$ cat src/rtl/olt_pkg.sv
// Shared constants and types for output enable and oscillator trim control
package olt_pkg;

   // ==========================================================
   // Register map (7-bit serial address)
   localparam logic [6:0] OLT_ADDR_FUNC = 7'h00;
   localparam logic [6:0] OLT_ADDR_TRIM = 7'h1C;
   localparam logic [6:0] OLT_ADDR_CNT_LO = 7'h41;
   localparam logic [6:0] OLT_ADDR_CNT_HI = 7'h42;

   // ==========================================================
   // Function control field positions
   localparam int OLT_FC_LOCK = 0;
   localparam int OLT_FC_OUT1 = 1;
   localparam int OLT_FC_OUT2 = 2;
   localparam int OLT_FC_CNT_EN = 3;
   localparam int OLT_FC_BITS = 4;
   localparam int OLT_TRIM_BITS = 6;

   // ==========================================================
   // Values after reset, and the count limit
   localparam logic [3:0] OLT_FC_RESET = 4'h0;
   localparam logic [5:0] OLT_TRIM_NOMINAL = 6'h09;
   localparam logic [15:0] OLT_CNT_RESET = 16'h0000;
   localparam logic [15:0] OLT_CNT_MAX = 16'hFFFF;

   // ==========================================================
   // Serial frame: write flag, 7 address bits, 8 data bits
   localparam logic [4:0] OLT_FRAME_BITS = 5'h10;
   localparam logic [4:0] OLT_ADDR_DONE = 5'h07;
   localparam logic [4:0] OLT_DATA_START = 5'h08;

   // ==========================================================
   // Timing
   localparam int OLT_CLK_HZ = 10_000_000;
   localparam int OLT_GATE_STARTUP_US = 100;
   localparam int OLT_GATE_STARTUP_CYC =
      (OLT_GATE_STARTUP_US * (OLT_CLK_HZ / 1_000_000) < 1) ? 1 :
      OLT_GATE_STARTUP_US * (OLT_CLK_HZ / 1_000_000);
   localparam int OLT_OSC_DIV = 1;

   // ==========================================================
   // Gate driver sequencing states
   typedef enum logic [1:0] {
      OLT_GATE_OFF = 2'b00,
      OLT_GATE_STARTUP = 2'b01,
      OLT_GATE_RUN = 2'b10
   } olt_gate_state_t;

   // Listed trim codes: odd codes, except 100101 up to 101111
   function automatic logic olt_trim_legal(input logic [5:0] code);
      olt_trim_legal = code[0] & ~((code[5:4] == 2'b10) &
                                   (code[3:1] > 3'h1));
   endfunction

endpackage

$ cat src/rtl/olt_serial_slave.sv
// Serial register slave working on synchronised pin levels and edges
`timescale 1ns/1ns
module olt_serial_slave
   import olt_pkg::*;
(
   input wire logic i_clk,
   input wire logic i_resetn,
   input wire logic i_frame_start,
   input wire logic i_frame_end,
   input wire logic i_select_low,
   input wire logic i_sck_rise,
   input wire logic i_sck_fall,
   input wire logic i_mosi,
   input wire logic [7:0] i_rdata,
   output logic [6:0] o_addr,
   output logic o_wr,
   output logic [7:0] o_wdata,
   output logic o_miso
);

   logic [15:0] shift_q;
   logic [4:0] bits_q;
   logic write_q;
   logic [6:0] tx_q;

   // ==========================================================
   // Receive shifter
   always_ff @(posedge i_clk) begin
      if (!i_resetn) begin
         shift_q <= 16'h0000;
         bits_q <= 5'h00;
         write_q <= 1'b0;
         o_addr <= 7'h00;
      end else if (i_frame_start) begin
         bits_q <= 5'h00;
      end else if (i_sck_rise && i_select_low) begin
         shift_q <= {shift_q[14:0], i_mosi};
         if (bits_q == OLT_ADDR_DONE) begin
            write_q <= shift_q[6];
            o_addr <= {shift_q[5:0], i_mosi};
         end
         // The bit count stops at one frame; extra clocks still shift the data
         if (bits_q != OLT_FRAME_BITS) begin
            bits_q <= bits_q + 5'h01;
         end
      end
   end

   // ==========================================================
   // Read data, MSB first, changed on falling clock
   always_ff @(posedge i_clk) begin
      if (!i_resetn) begin
         o_miso <= 1'b0;
         tx_q <= 7'h00;
      end else if (i_frame_start) begin
         o_miso <= 1'b0;
      end else if (i_sck_fall && i_select_low) begin
         if (bits_q == OLT_DATA_START) begin
            o_miso <= i_rdata[7];
            tx_q <= i_rdata[6:0];
         end else if (bits_q > OLT_DATA_START) begin
            o_miso <= tx_q[6];
            tx_q <= {tx_q[5:0], 1'b0};
         end
      end
   end

   // ==========================================================
   // Writes commit only for a complete frame, at its end
   always_ff @(posedge i_clk) begin
      if (!i_resetn) begin
         o_wr <= 1'b0;
         o_wdata <= 8'h00;
      end else begin
         o_wr <= i_frame_end && (bits_q == OLT_FRAME_BITS) && write_q;
         if (i_frame_end) begin
            o_wdata <= shift_q[7:0];
         end
      end
   end

endmodule

$ cat src/rtl/olt_low_counter.sv
// Chip select low-time counter with publish and freeze
`timescale 1ns/1ns
module olt_low_counter
   import olt_pkg::*;
(
   input wire logic i_clk,
   input wire logic i_resetn,
   input wire logic i_tick,
   input wire logic i_select_low,
   input wire logic i_frame_start,
   input wire logic i_frame_end,
   input wire logic i_enable,
   output logic [15:0] o_count
);

   logic [15:0] run_q;
   logic armed_q;

   // ==========================================================
   // Arming is taken at frame start, so the frame that clears
   // the enable still publishes its own length
   always_ff @(posedge i_clk) begin
      if (!i_resetn) begin
         armed_q <= 1'b0;
      end else if (i_frame_start) begin
         armed_q <= i_enable;
      end
   end

   always_ff @(posedge i_clk) begin
      if (!i_resetn) begin
         run_q <= OLT_CNT_RESET;
      end else if (i_frame_start) begin
         run_q <= OLT_CNT_RESET;
      end else if (i_select_low && i_tick && (run_q != OLT_CNT_MAX)) begin
         run_q <= run_q + 16'h0001;
      end
   end

   always_ff @(posedge i_clk) begin
      if (!i_resetn) begin
         o_count <= OLT_CNT_RESET;
      end else if (i_frame_end && armed_q) begin
         o_count <= run_q;
      end
   end

endmodule

$ cat src/rtl/olt_control.sv
// Output enables, gate driver start-up and oscillator trim control
`timescale 1ns/1ns
module olt_control
   import olt_pkg::*;
#(
   parameter int STARTUP_CYC = OLT_GATE_STARTUP_CYC,
   parameter int OSC_DIV = OLT_OSC_DIV
)
(
   input wire logic i_clk,
   input wire logic i_resetn,
   input wire logic i_chip_select_pin_n,
   input wire logic i_spi_sck,
   input wire logic i_spi_mosi,
   output logic o_spi_miso,
   input wire logic i_operation_mode,
   input wire logic i_gate_supply_good,
   output logic o_first_output_enable,
   output logic o_second_output_enable,
   output logic o_gate_regulator_on,
   output logic o_gate_drive_enable,
   output logic o_configuration_lock,
   output logic [5:0] o_osc_trim
);

   localparam int NSYNC = 4;
   localparam int SY_CS = 0;
   localparam int SY_SCK = 1;
   localparam int SY_MOSI = 2;
   localparam int SY_GOOD = 3;
   localparam int DIVW = (OSC_DIV > 1) ? $clog2(OSC_DIV) : 1;
   localparam int STW = $clog2(STARTUP_CYC + 1);
   // Reset stages to the idle levels so no false edge follows reset
   localparam logic [NSYNC-1:0] PIN_IDLE = 4'h1;

   logic [NSYNC-1:0] pins;
   logic [NSYNC-1:0] s1_q;
   logic [NSYNC-1:0] s2_q;
   logic [NSYNC-1:0] s3_q;
   logic [NSYNC-1:0] lvl_q;
   logic [NSYNC-1:0] lvl_d;

   logic select_low;
   logic frame_start;
   logic frame_end;
   logic sck_rise;
   logic sck_fall;
   logic gate_good;

   logic [OLT_FC_BITS-1:0] func_q;
   logic [5:0] trim_q;
   logic [15:0] count;
   logic [6:0] addr;
   logic wr;
   logic [7:0] wdata;
   logic [7:0] rdata;

   logic [DIVW-1:0] div_q;
   logic tick;

   olt_gate_state_t gate_q;
   logic [STW-1:0] start_q;
   logic out1_on;
   logic out2_on;
   logic any_on;

   // ==========================================================
   // Pin synchronisers: three stages, change taken once
   // the second and third stages agree
   assign pins = {i_gate_supply_good, i_spi_mosi, i_spi_sck,
                  i_chip_select_pin_n};

   genvar g;
   generate
      for (g = 0; g < NSYNC; g++) begin : g_sync
         always_ff @(posedge i_clk) begin
            if (!i_resetn) begin
               s1_q[g] <= PIN_IDLE[g];
               s2_q[g] <= PIN_IDLE[g];
               s3_q[g] <= PIN_IDLE[g];
            end else begin
               s1_q[g] <= pins[g];
               s2_q[g] <= s1_q[g];
               s3_q[g] <= s2_q[g];
            end
         end
         assign lvl_d[g] = (s2_q[g] == s3_q[g]) ? s3_q[g] : lvl_q[g];
      end
   endgenerate

   // Idle pin levels: select high, clock low, supply good low
   always_ff @(posedge i_clk) begin
      if (!i_resetn) begin
         lvl_q <= PIN_IDLE;
      end else begin
         lvl_q <= lvl_d;
      end
   end

   assign select_low = ~lvl_q[SY_CS];
   assign frame_start = lvl_q[SY_CS] & ~lvl_d[SY_CS];
   assign frame_end = ~lvl_q[SY_CS] & lvl_d[SY_CS];
   assign sck_rise = ~lvl_q[SY_SCK] & lvl_d[SY_SCK];
   assign sck_fall = lvl_q[SY_SCK] & ~lvl_d[SY_SCK];
   assign gate_good = lvl_q[SY_GOOD];

   // ==========================================================
   // Serial slave
   olt_serial_slave u_slave (
      .i_clk(i_clk),
      .i_resetn(i_resetn),
      .i_frame_start(frame_start),
      .i_frame_end(frame_end),
      .i_select_low(select_low),
      .i_sck_rise(sck_rise),
      .i_sck_fall(sck_fall),
      .i_mosi(lvl_d[SY_MOSI]),
      .i_rdata(rdata),
      .o_addr(addr),
      .o_wr(wr),
      .o_wdata(wdata),
      .o_miso(o_spi_miso)
   );

   // ==========================================================
   // Oscillator period tick; the system clock stands for the
   // trimmed oscillator, so one tick is OSC_DIV trimmed periods
   generate
      if (OSC_DIV > 1) begin : g_div
         always_ff @(posedge i_clk) begin
            if (!i_resetn) begin
               div_q <= '0;
            end else if (div_q == DIVW'(OSC_DIV - 1)) begin
               div_q <= '0;
            end else begin
               div_q <= div_q + DIVW'(1);
            end
         end
         assign tick = (div_q == DIVW'(OSC_DIV - 1));
      end else begin : g_nodiv
         always_ff @(posedge i_clk) begin
            div_q <= '0;
         end
         assign tick = 1'b1;
      end
   endgenerate

   // ==========================================================
   // Low-time counter
   olt_low_counter u_count (
      .i_clk(i_clk),
      .i_resetn(i_resetn),
      .i_tick(tick),
      .i_select_low(select_low),
      .i_frame_start(frame_start),
      .i_frame_end(frame_end),
      .i_enable(func_q[OLT_FC_CNT_EN]),
      .o_count(count)
   );

   // ==========================================================
   // Register writes
   always_ff @(posedge i_clk) begin
      if (!i_resetn) begin
         func_q <= OLT_FC_RESET;
      end else if (wr && (addr == OLT_ADDR_FUNC)) begin
         // Reserved upper bits are not stored and read as zero
         func_q[OLT_FC_CNT_EN] <= wdata[OLT_FC_CNT_EN];
         func_q[OLT_FC_OUT2] <= wdata[OLT_FC_OUT2];
         func_q[OLT_FC_OUT1] <= wdata[OLT_FC_OUT1];
         // Lock only sets; it is released by reset alone
         func_q[OLT_FC_LOCK] <= func_q[OLT_FC_LOCK] |
                                wdata[OLT_FC_LOCK];
      end
   end

   always_ff @(posedge i_clk) begin
      if (!i_resetn) begin
         trim_q <= OLT_TRIM_NOMINAL;
      end else if (wr && (addr == OLT_ADDR_TRIM) &&
                   !func_q[OLT_FC_LOCK] &&
                   olt_trim_legal(wdata[5:0])) begin
         // Unlisted codes are dropped so the oscillator never
         // leaves its characterised range
         trim_q <= wdata[5:0];
      end
   end

   // ==========================================================
   // Register reads; unmapped addresses read zero
   always_comb begin
      rdata = 8'h00;
      if (addr == OLT_ADDR_FUNC) begin
         rdata = {4'h0, func_q};
      end else if (addr == OLT_ADDR_TRIM) begin
         rdata = {2'b00, trim_q};
      end else if (addr == OLT_ADDR_CNT_LO) begin
         rdata = count[7:0];
      end else if (addr == OLT_ADDR_CNT_HI) begin
         rdata = count[15:8];
      end
   end

   // ==========================================================
   // Output enables and gate supply
   assign out1_on = func_q[OLT_FC_OUT1] & i_operation_mode;
   assign out2_on = func_q[OLT_FC_OUT2] & i_operation_mode;
   assign any_on = out1_on | out2_on;

   // ==========================================================
   // Gate driver start-up sequencing
   always_ff @(posedge i_clk) begin
      if (!i_resetn) begin
         gate_q <= OLT_GATE_OFF;
         start_q <= '0;
      end else begin
         case (gate_q)
            OLT_GATE_OFF: begin
               start_q <= '0;
               if (any_on) begin
                  gate_q <= OLT_GATE_STARTUP;
               end
            end
            OLT_GATE_STARTUP: begin
               if (!any_on) begin
                  gate_q <= OLT_GATE_OFF;
               end else if (start_q == STW'(STARTUP_CYC - 1)) begin
                  gate_q <= OLT_GATE_RUN;
               end else begin
                  start_q <= start_q + STW'(1);
               end
            end
            OLT_GATE_RUN: begin
               if (!any_on) begin
                  gate_q <= OLT_GATE_OFF;
               end
            end
            default: begin
               gate_q <= OLT_GATE_OFF;
            end
         endcase
      end
   end

   // ==========================================================
   // Outputs, all from flip-flops
   always_ff @(posedge i_clk) begin
      if (!i_resetn) begin
         o_first_output_enable <= 1'b0;
         o_second_output_enable <= 1'b0;
      end else begin
         o_first_output_enable <= out1_on;
         o_second_output_enable <= out2_on;
      end
   end

   // Regulator changes in the same cycle as the output enables
   always_ff @(posedge i_clk) begin
      if (!i_resetn) begin
         o_gate_regulator_on <= 1'b0;
      end else begin
         o_gate_regulator_on <= any_on;
      end
   end

   // Supply good is rechecked every cycle, so a drop stops the
   // drivers within five clocks without repeating the start-up wait
   always_ff @(posedge i_clk) begin
      if (!i_resetn) begin
         o_gate_drive_enable <= 1'b0;
      end else begin
         o_gate_drive_enable <= (gate_q == OLT_GATE_RUN) & any_on &
                                gate_good;
      end
   end

   assign o_configuration_lock = func_q[OLT_FC_LOCK];
   assign o_osc_trim = trim_q;

endmodule

$ cat config.mk
export PLATFORM = sky130hd
export DESIGN_NAME = olt_control
export DESIGN_NICKNAME = d
export VERILOG_FILES = /design/src/rtl/olt_pkg.sv /design/src/rtl/olt_serial_slave.sv /design/src/rtl/olt_low_counter.sv /design/src/rtl/olt_control.sv
export SDC_FILE = /design/constraint.sdc
export NUM_CORES = 1
export LEC_CHECK = 0
export ABC_AREA = 1
export ABC_CLOCK_PERIOD_IN_PS = 2910
export BUFFER_PORTS_ARGS = -buffer_cell sky130_fd_sc_hd__buf_2
export CAP_MARGIN = 20
export CELL_PAD_IN_SITES_DETAIL_PLACEMENT = 2
export CELL_PAD_IN_SITES_GLOBAL_PLACEMENT = 2
export CORE_UTILIZATION = 35
export CTS_BUF_LIST = sky130_fd_sc_hd__clkbuf_8
export CTS_CLUSTER_SIZE = 25
export DETAILED_ROUTE_END_ITERATION = 6
export PLACE_DENSITY_LB_ADDON = 0.1
export SETUP_SLACK_MARGIN = 0.02
export SLEW_MARGIN = 20
export SYNTH_ARGS = -nofsm -noshare
export SYNTH_HDL_FRONTEND = slang
export SYNTH_SLANG_ARGS = --single-unit
export TNS_END_PERCENT = 10
$ cat constraint.sdc
create_clock -name i_clk -period 2.91 [get_ports i_clk]
set_input_delay 0.582 -clock i_clk [delete_from_list [all_inputs] [get_ports i_clk]]
set_output_delay 0.582 -clock i_clk [all_outputs]
set_load 0.03 [all_outputs]
==> key figures, run 1 <==
Power
  – Share of total power consumed by net switching: 0.230
  – NetSw: 0.610 mW
  – Combinational share of power: 0.020
  – Overall power: 2.65 mW
  – Internal: 2.04 mW
  – Clock share of power: 0.408
  – Lkg Pwr: 2.11 nW
  – Worst vdd ir: 0.000295 V
  – Total power divided by cell area: 498 nW/um^2
  – Reg power frac: 0.572

Cells and area
  – Post-Layout Inst Area: 5320 um^2
  – Fill cells: 1597
  – Net count of the finished layout: 710
  – Non-Filler Instances: 880
  – Post-route core utilization: 0.398
  – Number of diodes added for antenna fixing: 0
  – Layout area overhead: 10.4%
  – Fraction of layout instances using a drive strength above 1: 0.0824

Yosys
  – Most area-consuming cells after synthesis: sky130_fd_sc_hd__dfxtp_1, sky130_fd_sc_hd__nand2_1, sky130_fd_sc_hd__a21oi_1
  – Post-synthesis instance area: 4820 um^2
  – Largest area contributor in the netlist: sky130_fd_sc_hd__dfxtp_1
  – Syn Nets: 694
  – Register bit count reported by yosys: 110
  – Portion of synthesized cell area occupied by the leading cell type: 0.457
  – Post-synthesis instance total: 683
  – Number of warning messages in the yosys log: 0
  – Yosys cell types: 31
  – Seq/Total Area, Yosys: 0.457
  – Avg Synthesized Cell Area: 7.05 um^2

Min path
  – Worst hold endpoint: s1_q[0]
  – Cell depth of the worst min-delay path: 2
  – Hold wc startpoint: i_chip_select_pin_n
  – Path category of the worst min-delay check: in2reg

Setup path
  – R2R cell count: 7
  – Crit Path Max Fanout: 15
  – Endpoint class of the critical path: flip-flop
  – Reg2reg start: u_count.run_q[0]
  – Required time of the critical path: 3.23 ns
  – Type of origin of the critical path: flip-flop
  – Arr. time, crit path: 2.35 ns
  – Register-to-register path setup slack: 0.88 ns
  – Terminus of the critical flop-to-flop path: u_count.run_q[8]
  – Worst setup path category: reg2reg

Drt
  – Antenna violation net count after detailed routing: 0
  – First-iteration detailed-routing DRC count: 131
  – Total wire length after detailed routing: 14600 um
  – TritonRoute pass-1 iters: 4
  – DRC violation count after routing: 0
  – Number of vias in the routed layout: 4500
  – Routed len/inst: 16.6 um
  – Vias per Instance: 5.11

Job
  – Number of maximum-capacitance constraint violations: 0

Global routing
  – Antenna violations before repair: 0
  – Aggregate global-route resource usage: 0.218
  – Largest net degree at the start of global routing: 32
  – Vias in the first global route: 4911
  – Wire length of the first global-routing pass: 24400 um
  – Overflow left after global routing: 0

CTS
  – Clock H-tree levels: 3
  – Later-pin clock latency in the skew report: 0.39 ns
  – Clk pin slew, worst setup/hold paths: 0.11 ns
  – CTS tree: done
  – Clk root buf: sky130_fd_sc_hd__clkbuf_8
  – Post-cts hold buffer count: 0
  – Clk sinks: 110
  – Clock Path Buffers: 2
  – Count of cells resized by post-cts repair: 0
  – Post-CTS Setup Bufs: 0
  – Number of buffers created by CTS: 9

Placement
  – Worst setup timing slack at the placement stage: 0.898 ns
  – Placed cell area: 5090 um^2
  – Number of placed instances with taps included: 864
  – Port bufs: 18
  – Last weighted congestion value of the routability-driven placer: 0.797
  – Placed wire-length estimate: 11000 um

STA
  – WHS: 0.375 ns
  – Crit path time final: 2.03 ns
  – Worst setup skew after layout: 0.0103 ns
  – RSZ-0062 raised after global routing: false
  – Final Max Slew Viols: 0
  – Least setup slack across all paths after layout: 0.880 ns
  – Number of failing setup endpoints in the final timing report: 0
  – Highest attainable clock frequency: 493 MHz
  – Number of hold violations in the final report: 0
  – Worst slew margin: 0.534
  – Transition time at the pin with the least slew margin: 0.693 ns
  – Total Neg Setup Slack: 0 ns
  – Period utilization: 0.698

Die
  – Row cnt: 42
  – Initial Utilization: 0.361
  – Die Height: 119 um
  – Core area: 13300 um^2
  – Number of top-level pins: 19
  – Floorplan die area: 14200 um^2
  – Horiz. Die Dim: 119 um

Status
  – Outcome: finished clean
[flip-flops by register name, summed over array words and instances, names as in the netlist, 6 cells and up]
name / cells
u_slave.o_wdata: 6
start_q: 10
u_slave.shift_q: 7
u_slave.tx_q: 7
u_count.run_q: 16
o_osc_trim: 6
u_count.o_count: 16
u_slave.o_addr: 7
[cell type report]
type / instances / area (um^2) / area share
Inverter: 80 / 300 / 0.0565
Sequential cell: 110 / 2200 / 0.414
Tap cell: 176 / 220 / 0.0414
Clock buffer: 10 / 138 / 0.0259
Multi-Input combinational cell: 475 / 2240 / 0.421
Timing Repair Buffer: 23 / 128 / 0.0240
Clock inverter: 6 / 92.6 / 0.0174
[Yosys cell counts, drive strengths merged]
cell type,instances
a21o,2
inv,79
a31oi,1
and2,1
dfxtp,110
nor3,11
clkinv,1
clkbuf,13
nand3b,4
nand3,37
nor2,95
nand2,146
a21oi,79
xor2,10
o22ai,2
o21ai,62
nand4,14
o211ai,2
buf,5
o21bai,1
or2,2
ha,4
xnor2,2
[per-layer routing]
layer	vias to the layer above	GRT usage	wire [um]
li1	2235	-	-
met5	-	0	0
met4	0	0.0430	110
met1	2230	0.263	6800
met2	26	0.394	7390
met3	9	0.0474	345
[worst max-delay path by stage]
stage	depth (start not counted)	start	slack (ns)	to
final	7	u_count.run_q[0]	0.88	u_count.run_q[8]
after global routing	7	u_count.run_q[0]	0.67	u_count.run_q[14]
after CTS	7	u_count.run_q[0]	0.85	u_count.run_q[8]
after detailed placement	7	u_count.run_q[0]	0.90	u_count.run_q[8]
after global placement	7	u_count.run_q[1]	1.03	u_count.run_q[0]
after floorplan	4	i_resetn	1.33	o_osc_trim[3]
[kinds of logic after synthesis]
kind of cell,count (synthesis),share of synthesized area
AOI/OAI and AO/OA,149,0.159
and+or+nand+nor,310,0.274
xor gates and xnor gates,12,0.0218
adders and majority gates,4,0.0104
buffers and inverters,98,0.0782
DFF,110,0.457
[critical path, stage by stage (launching register included)]
cell and delay, ns:
sky130_fd_sc_hd__dfxtp_1 0.46, sky130_fd_sc_hd__ha_1 0.28, sky130_fd_sc_hd__nand2_1 0.11, sky130_fd_sc_hd__nor2_2 0.15, sky130_fd_sc_hd__nand2_2 0.10, sky130_fd_sc_hd__o21ai_2 0.56
sky130_fd_sc_hd__nand2_1 0.13, sky130_fd_sc_hd__a21oi_1 0.17
[power by group through the flow]
stage	combinational [mW]	clock, mW	sequential, mW
final	0.0534	1.08	1.52
after global routing	0.0608	1.17	1.52
after CTS	0.0548	1.13	1.52
after detailed placement	0.0542	0	1.55
after global placement	0.0513	0	1.55
after floorplan	0.0342	0	1.55
[placed cells by master, fill, tap and decap left out, drive strengths merged]
cell,synthesis,routed
xor2,10,10
nand3,37,37
a21o,2,2
clkinv,1,2
ha,4,4
o21ai,62,62
a21oi,79,79
dfxtp,110,110
o22ai,2,2
nor2,95,95
o21bai,1,1
xnor2,2,2
nand3b,4,4
nand4,14,14
nor3,11,11
bufinv,0,2
and2,1,1
nand2,146,146
clkinvlp,0,2
o211ai,2,2
or2,2,2
a31oi,1,1
clkbuf,13,10
inv,79,80
buf,5,23
Note: power is estimated with default switching activity, not from simulation.
==> run 2, diff against run 1 <==
--- a/config.mk
+++ b/config.mk
@@ -6,12 +6,12 @@
 export NUM_CORES = 1
 export LEC_CHECK = 0
 export ABC_AREA = 1
-export ABC_CLOCK_PERIOD_IN_PS = 2910
+export ABC_CLOCK_PERIOD_IN_PS = 1800
 export BUFFER_PORTS_ARGS = -buffer_cell sky130_fd_sc_hd__buf_2
 export CAP_MARGIN = 20
 export CELL_PAD_IN_SITES_DETAIL_PLACEMENT = 2
 export CELL_PAD_IN_SITES_GLOBAL_PLACEMENT = 2
-export CORE_UTILIZATION = 35
+export CORE_UTILIZATION = 33
 export CTS_BUF_LIST = sky130_fd_sc_hd__clkbuf_8
 export CTS_CLUSTER_SIZE = 25
 export DETAILED_ROUTE_END_ITERATION = 6
==> constraint.sdc (replaced) <==
create_clock -name i_clk -period 1.8 [get_ports i_clk]
set_input_delay 0.36 -clock i_clk [delete_from_list [all_inputs] [get_ports i_clk]]
set_output_delay 0.36 -clock i_clk [all_outputs]
set_load 0.03 [all_outputs]
==> key figures, run 2 (same netlist as run 1, synthesis figures left out) <==
Die
  – Core area: 14000 um^2
  – Row cnt: 43
  – Floorplan die area: 15100 um^2
  – Die Height: 123 um
  – Horiz. Die Dim: 123 um
  – Initial Utilization: 0.343
  – Number of top-level pins: 19

STA
  – Number of hold violations in the final report: 0
  – RSZ-0062 raised after global routing: true
  – Crit path time final: 1.61 ns
  – Worst slew margin: 0.604
  – Number of failing setup endpoints in the final timing report: 0
  – Period utilization: 0.895
  – Final Max Slew Viols: 0
  – Total Neg Setup Slack: 0 ns
  – Least setup slack across all paths after layout: 0.189 ns
  – Transition time at the pin with the least slew margin: 0.592 ns
  – Highest attainable clock frequency: 621 MHz
  – Worst setup skew after layout: 0.0129 ns

Cells and area
  – Highest-count cells in the layout ignoring fill and taps: sky130_fd_sc_hd__nand2_1, sky130_fd_sc_hd__dfxtp_1, sky130_fd_sc_hd__nor2_1, sky130_fd_sc_hd__a21oi_1, sky130_fd_sc_hd__inv_1
  – Fraction of layout instances using a drive strength above 1: 0.121
  – Number of diodes added for antenna fixing: 0
  – Net count of the finished layout: 735
  – Post-route core utilization: 0.394
  – Layout area overhead: 14.9%
  – Most common cell after layout, fill and taps aside: sky130_fd_sc_hd__nand2_1
  – Top Registers: u_count.o_count (16), u_count.run_q (16), start_q (10)

Setup path
  – Required time of the critical path: 2.09 ns
  – Cells along the critical path: inv_1 > ha_1 > nand4_1 > nand2_1 > nand2_1 > a21oi_1 > a21oi_1
  – Register-to-register path setup slack: 0.19 ns
  – Slowest library cell on the worst path: sky130_fd_sc_hd__nand4_1
  – Endpoint class of the critical path: flip-flop
  – Terminus of the critical flop-to-flop path: u_slave.tx_q[1]
  – Critical Path Stages: 7
  – Arr. time, crit path: 1.90 ns
  – Crit Path Max Fanout: 8
  – R2R cell count: 7
  – Worst setup path category: reg2reg
  – Start point of the critical path: u_slave.bits_q[0]
  – Family with the most delay on the worst path: simple AND/OR/NAND/NOR gates
  – Buf/Inv on CP: 1
  – Critical path capture point: u_slave.tx_q[1]
  – Type of origin of the critical path: flip-flop
  – Reg2reg start: u_slave.bits_q[0]
  – Crit-path max cell delay: 0.37 ns

Drt
  – Vias per Instance: 5.06
  – TritonRoute pass-1 iters: 4
  – Number of vias in the routed layout: 4604
  – First-iteration detailed-routing DRC count: 186
  – Antenna violation net count after detailed routing: 0
  – DRC violation count after routing: 0
  – Total wire length after detailed routing: 15000 um
  – Routed len/inst: 16.5 um

CTS
  – Clock Path Buffers: 2
  – Clk pin slew, worst setup/hold paths: 0.11 ns
  – CTS tree: done
  – Later-pin clock latency in the skew report: 0.39 ns
  – Clk root buf: sky130_fd_sc_hd__clkbuf_8
  – Number of buffers created by CTS: 9
  – Clk sinks: 110
  – Clock H-tree levels: 3

Global routing
  – Vias in the first global route: 4923
  – Overflow left after global routing: 0
  – Largest net degree at the start of global routing: 61
  – Wire length of the first global-routing pass: 24800 um
  – Antenna violations before repair: 0
  – Aggregate global-route resource usage: 0.215

Placement
  – Last weighted congestion value of the routability-driven placer: 0.771
  – Placed wire-length estimate: 11500 um
  – Worst setup timing slack at the placement stage: 0.0650 ns
  – Port bufs: 18

Job
  – Number of maximum-capacitance constraint violations: 0

Status
  – Outcome: finished clean

Power
  – Worst vdd ir: 0.000429 V
  – Lkg Pwr: 2.23 nW
  – Total power divided by cell area: 742 nW/um^2

Min path
  – Path category of the worst min-delay check: in2reg
run 2: worst min-delay path: stages:
cell                      delay (ns)
sky130_fd_sc_hd__buf_2          0.08
sky130_fd_sc_hd__nand2_1        0.04
sky130_fd_sc_hd__inv_1          0.04
run 2: report_power, final:
part | internal (mW) | switching [mW]
clock network | 0.652 | 0.912
registers | 2.44 | 0.00633
logic | 0.0284 | 0.0635
total | 3.12 | 0.982
run 2: per-layer routing:
| layer | GRT usage | vias up | part of all wire |
|---|---|---|---|
| li1 | - | 2294 | - |
| met1 | 0.274 | 2256 | 0.47 |
| met2 | 0.368 | 39 | 0.49 |
| met3 | 0.0469 | 15 | 0.032 |
| met4 | 0.0526 | 0 | 0.014 |
| met5 | 0 | - | 0 |
run 2: worst min path at each step:
| stage | start | to | slack (ns) | depth (start not counted) |
|---|---|---|---|---|
| 2_1_floorplan | s1_q[1] | s2_q[1] | 0.39 | 2 |
| 3_3_place_gp | s1_q[0] | s2_q[0] | 0.40 | 1 |
| 3_5_place_dp | s1_q[0] | s2_q[0] | 0.40 | 1 |
| 4_1_cts | i_gate_supply_good | s1_q[3] | 0.13 | 3 |
| 5_1_grt | i_chip_select_pin_n | s1_q[0] | 0.13 | 2 |
| 6_report | i_gate_supply_good | s1_q[3] | 0.14 | 3 |
run 2: layout make-up:
cell class | instances | area (um^2)
well taps | 180 | 225
fillers | 1673 | 8510
flip-flops and latches | 110 | 2200
clock inverters | 7 | 72.6
clock buffers | 9 | 124
repair buffers | 48 | 340
inverters | 80 | 303
multi-input cells | 475 | 2270
run 2: stage by stage:
stage	cells	cell area [um^2]	hold slack, ns	total power, mW
4_1_cts	909	5500	0.127	4.18
3_3_place_gp	893	5310	0.401	2.60
5_1_grt	909	5540	0.135	4.29
6_report	909	5540	0.144	4.11
3_5_place_dp	893	5310	0.401	2.60
2_1_floorplan	683	4820	0.390	2.56
run 2: timing repair:
item / 4_1_cts / 5_1_grt
resized for setup: 0 / 10
setup endpoints to repair: 0 / 34
setup buffers: 0 / 0
hold buffers: 0 / 0
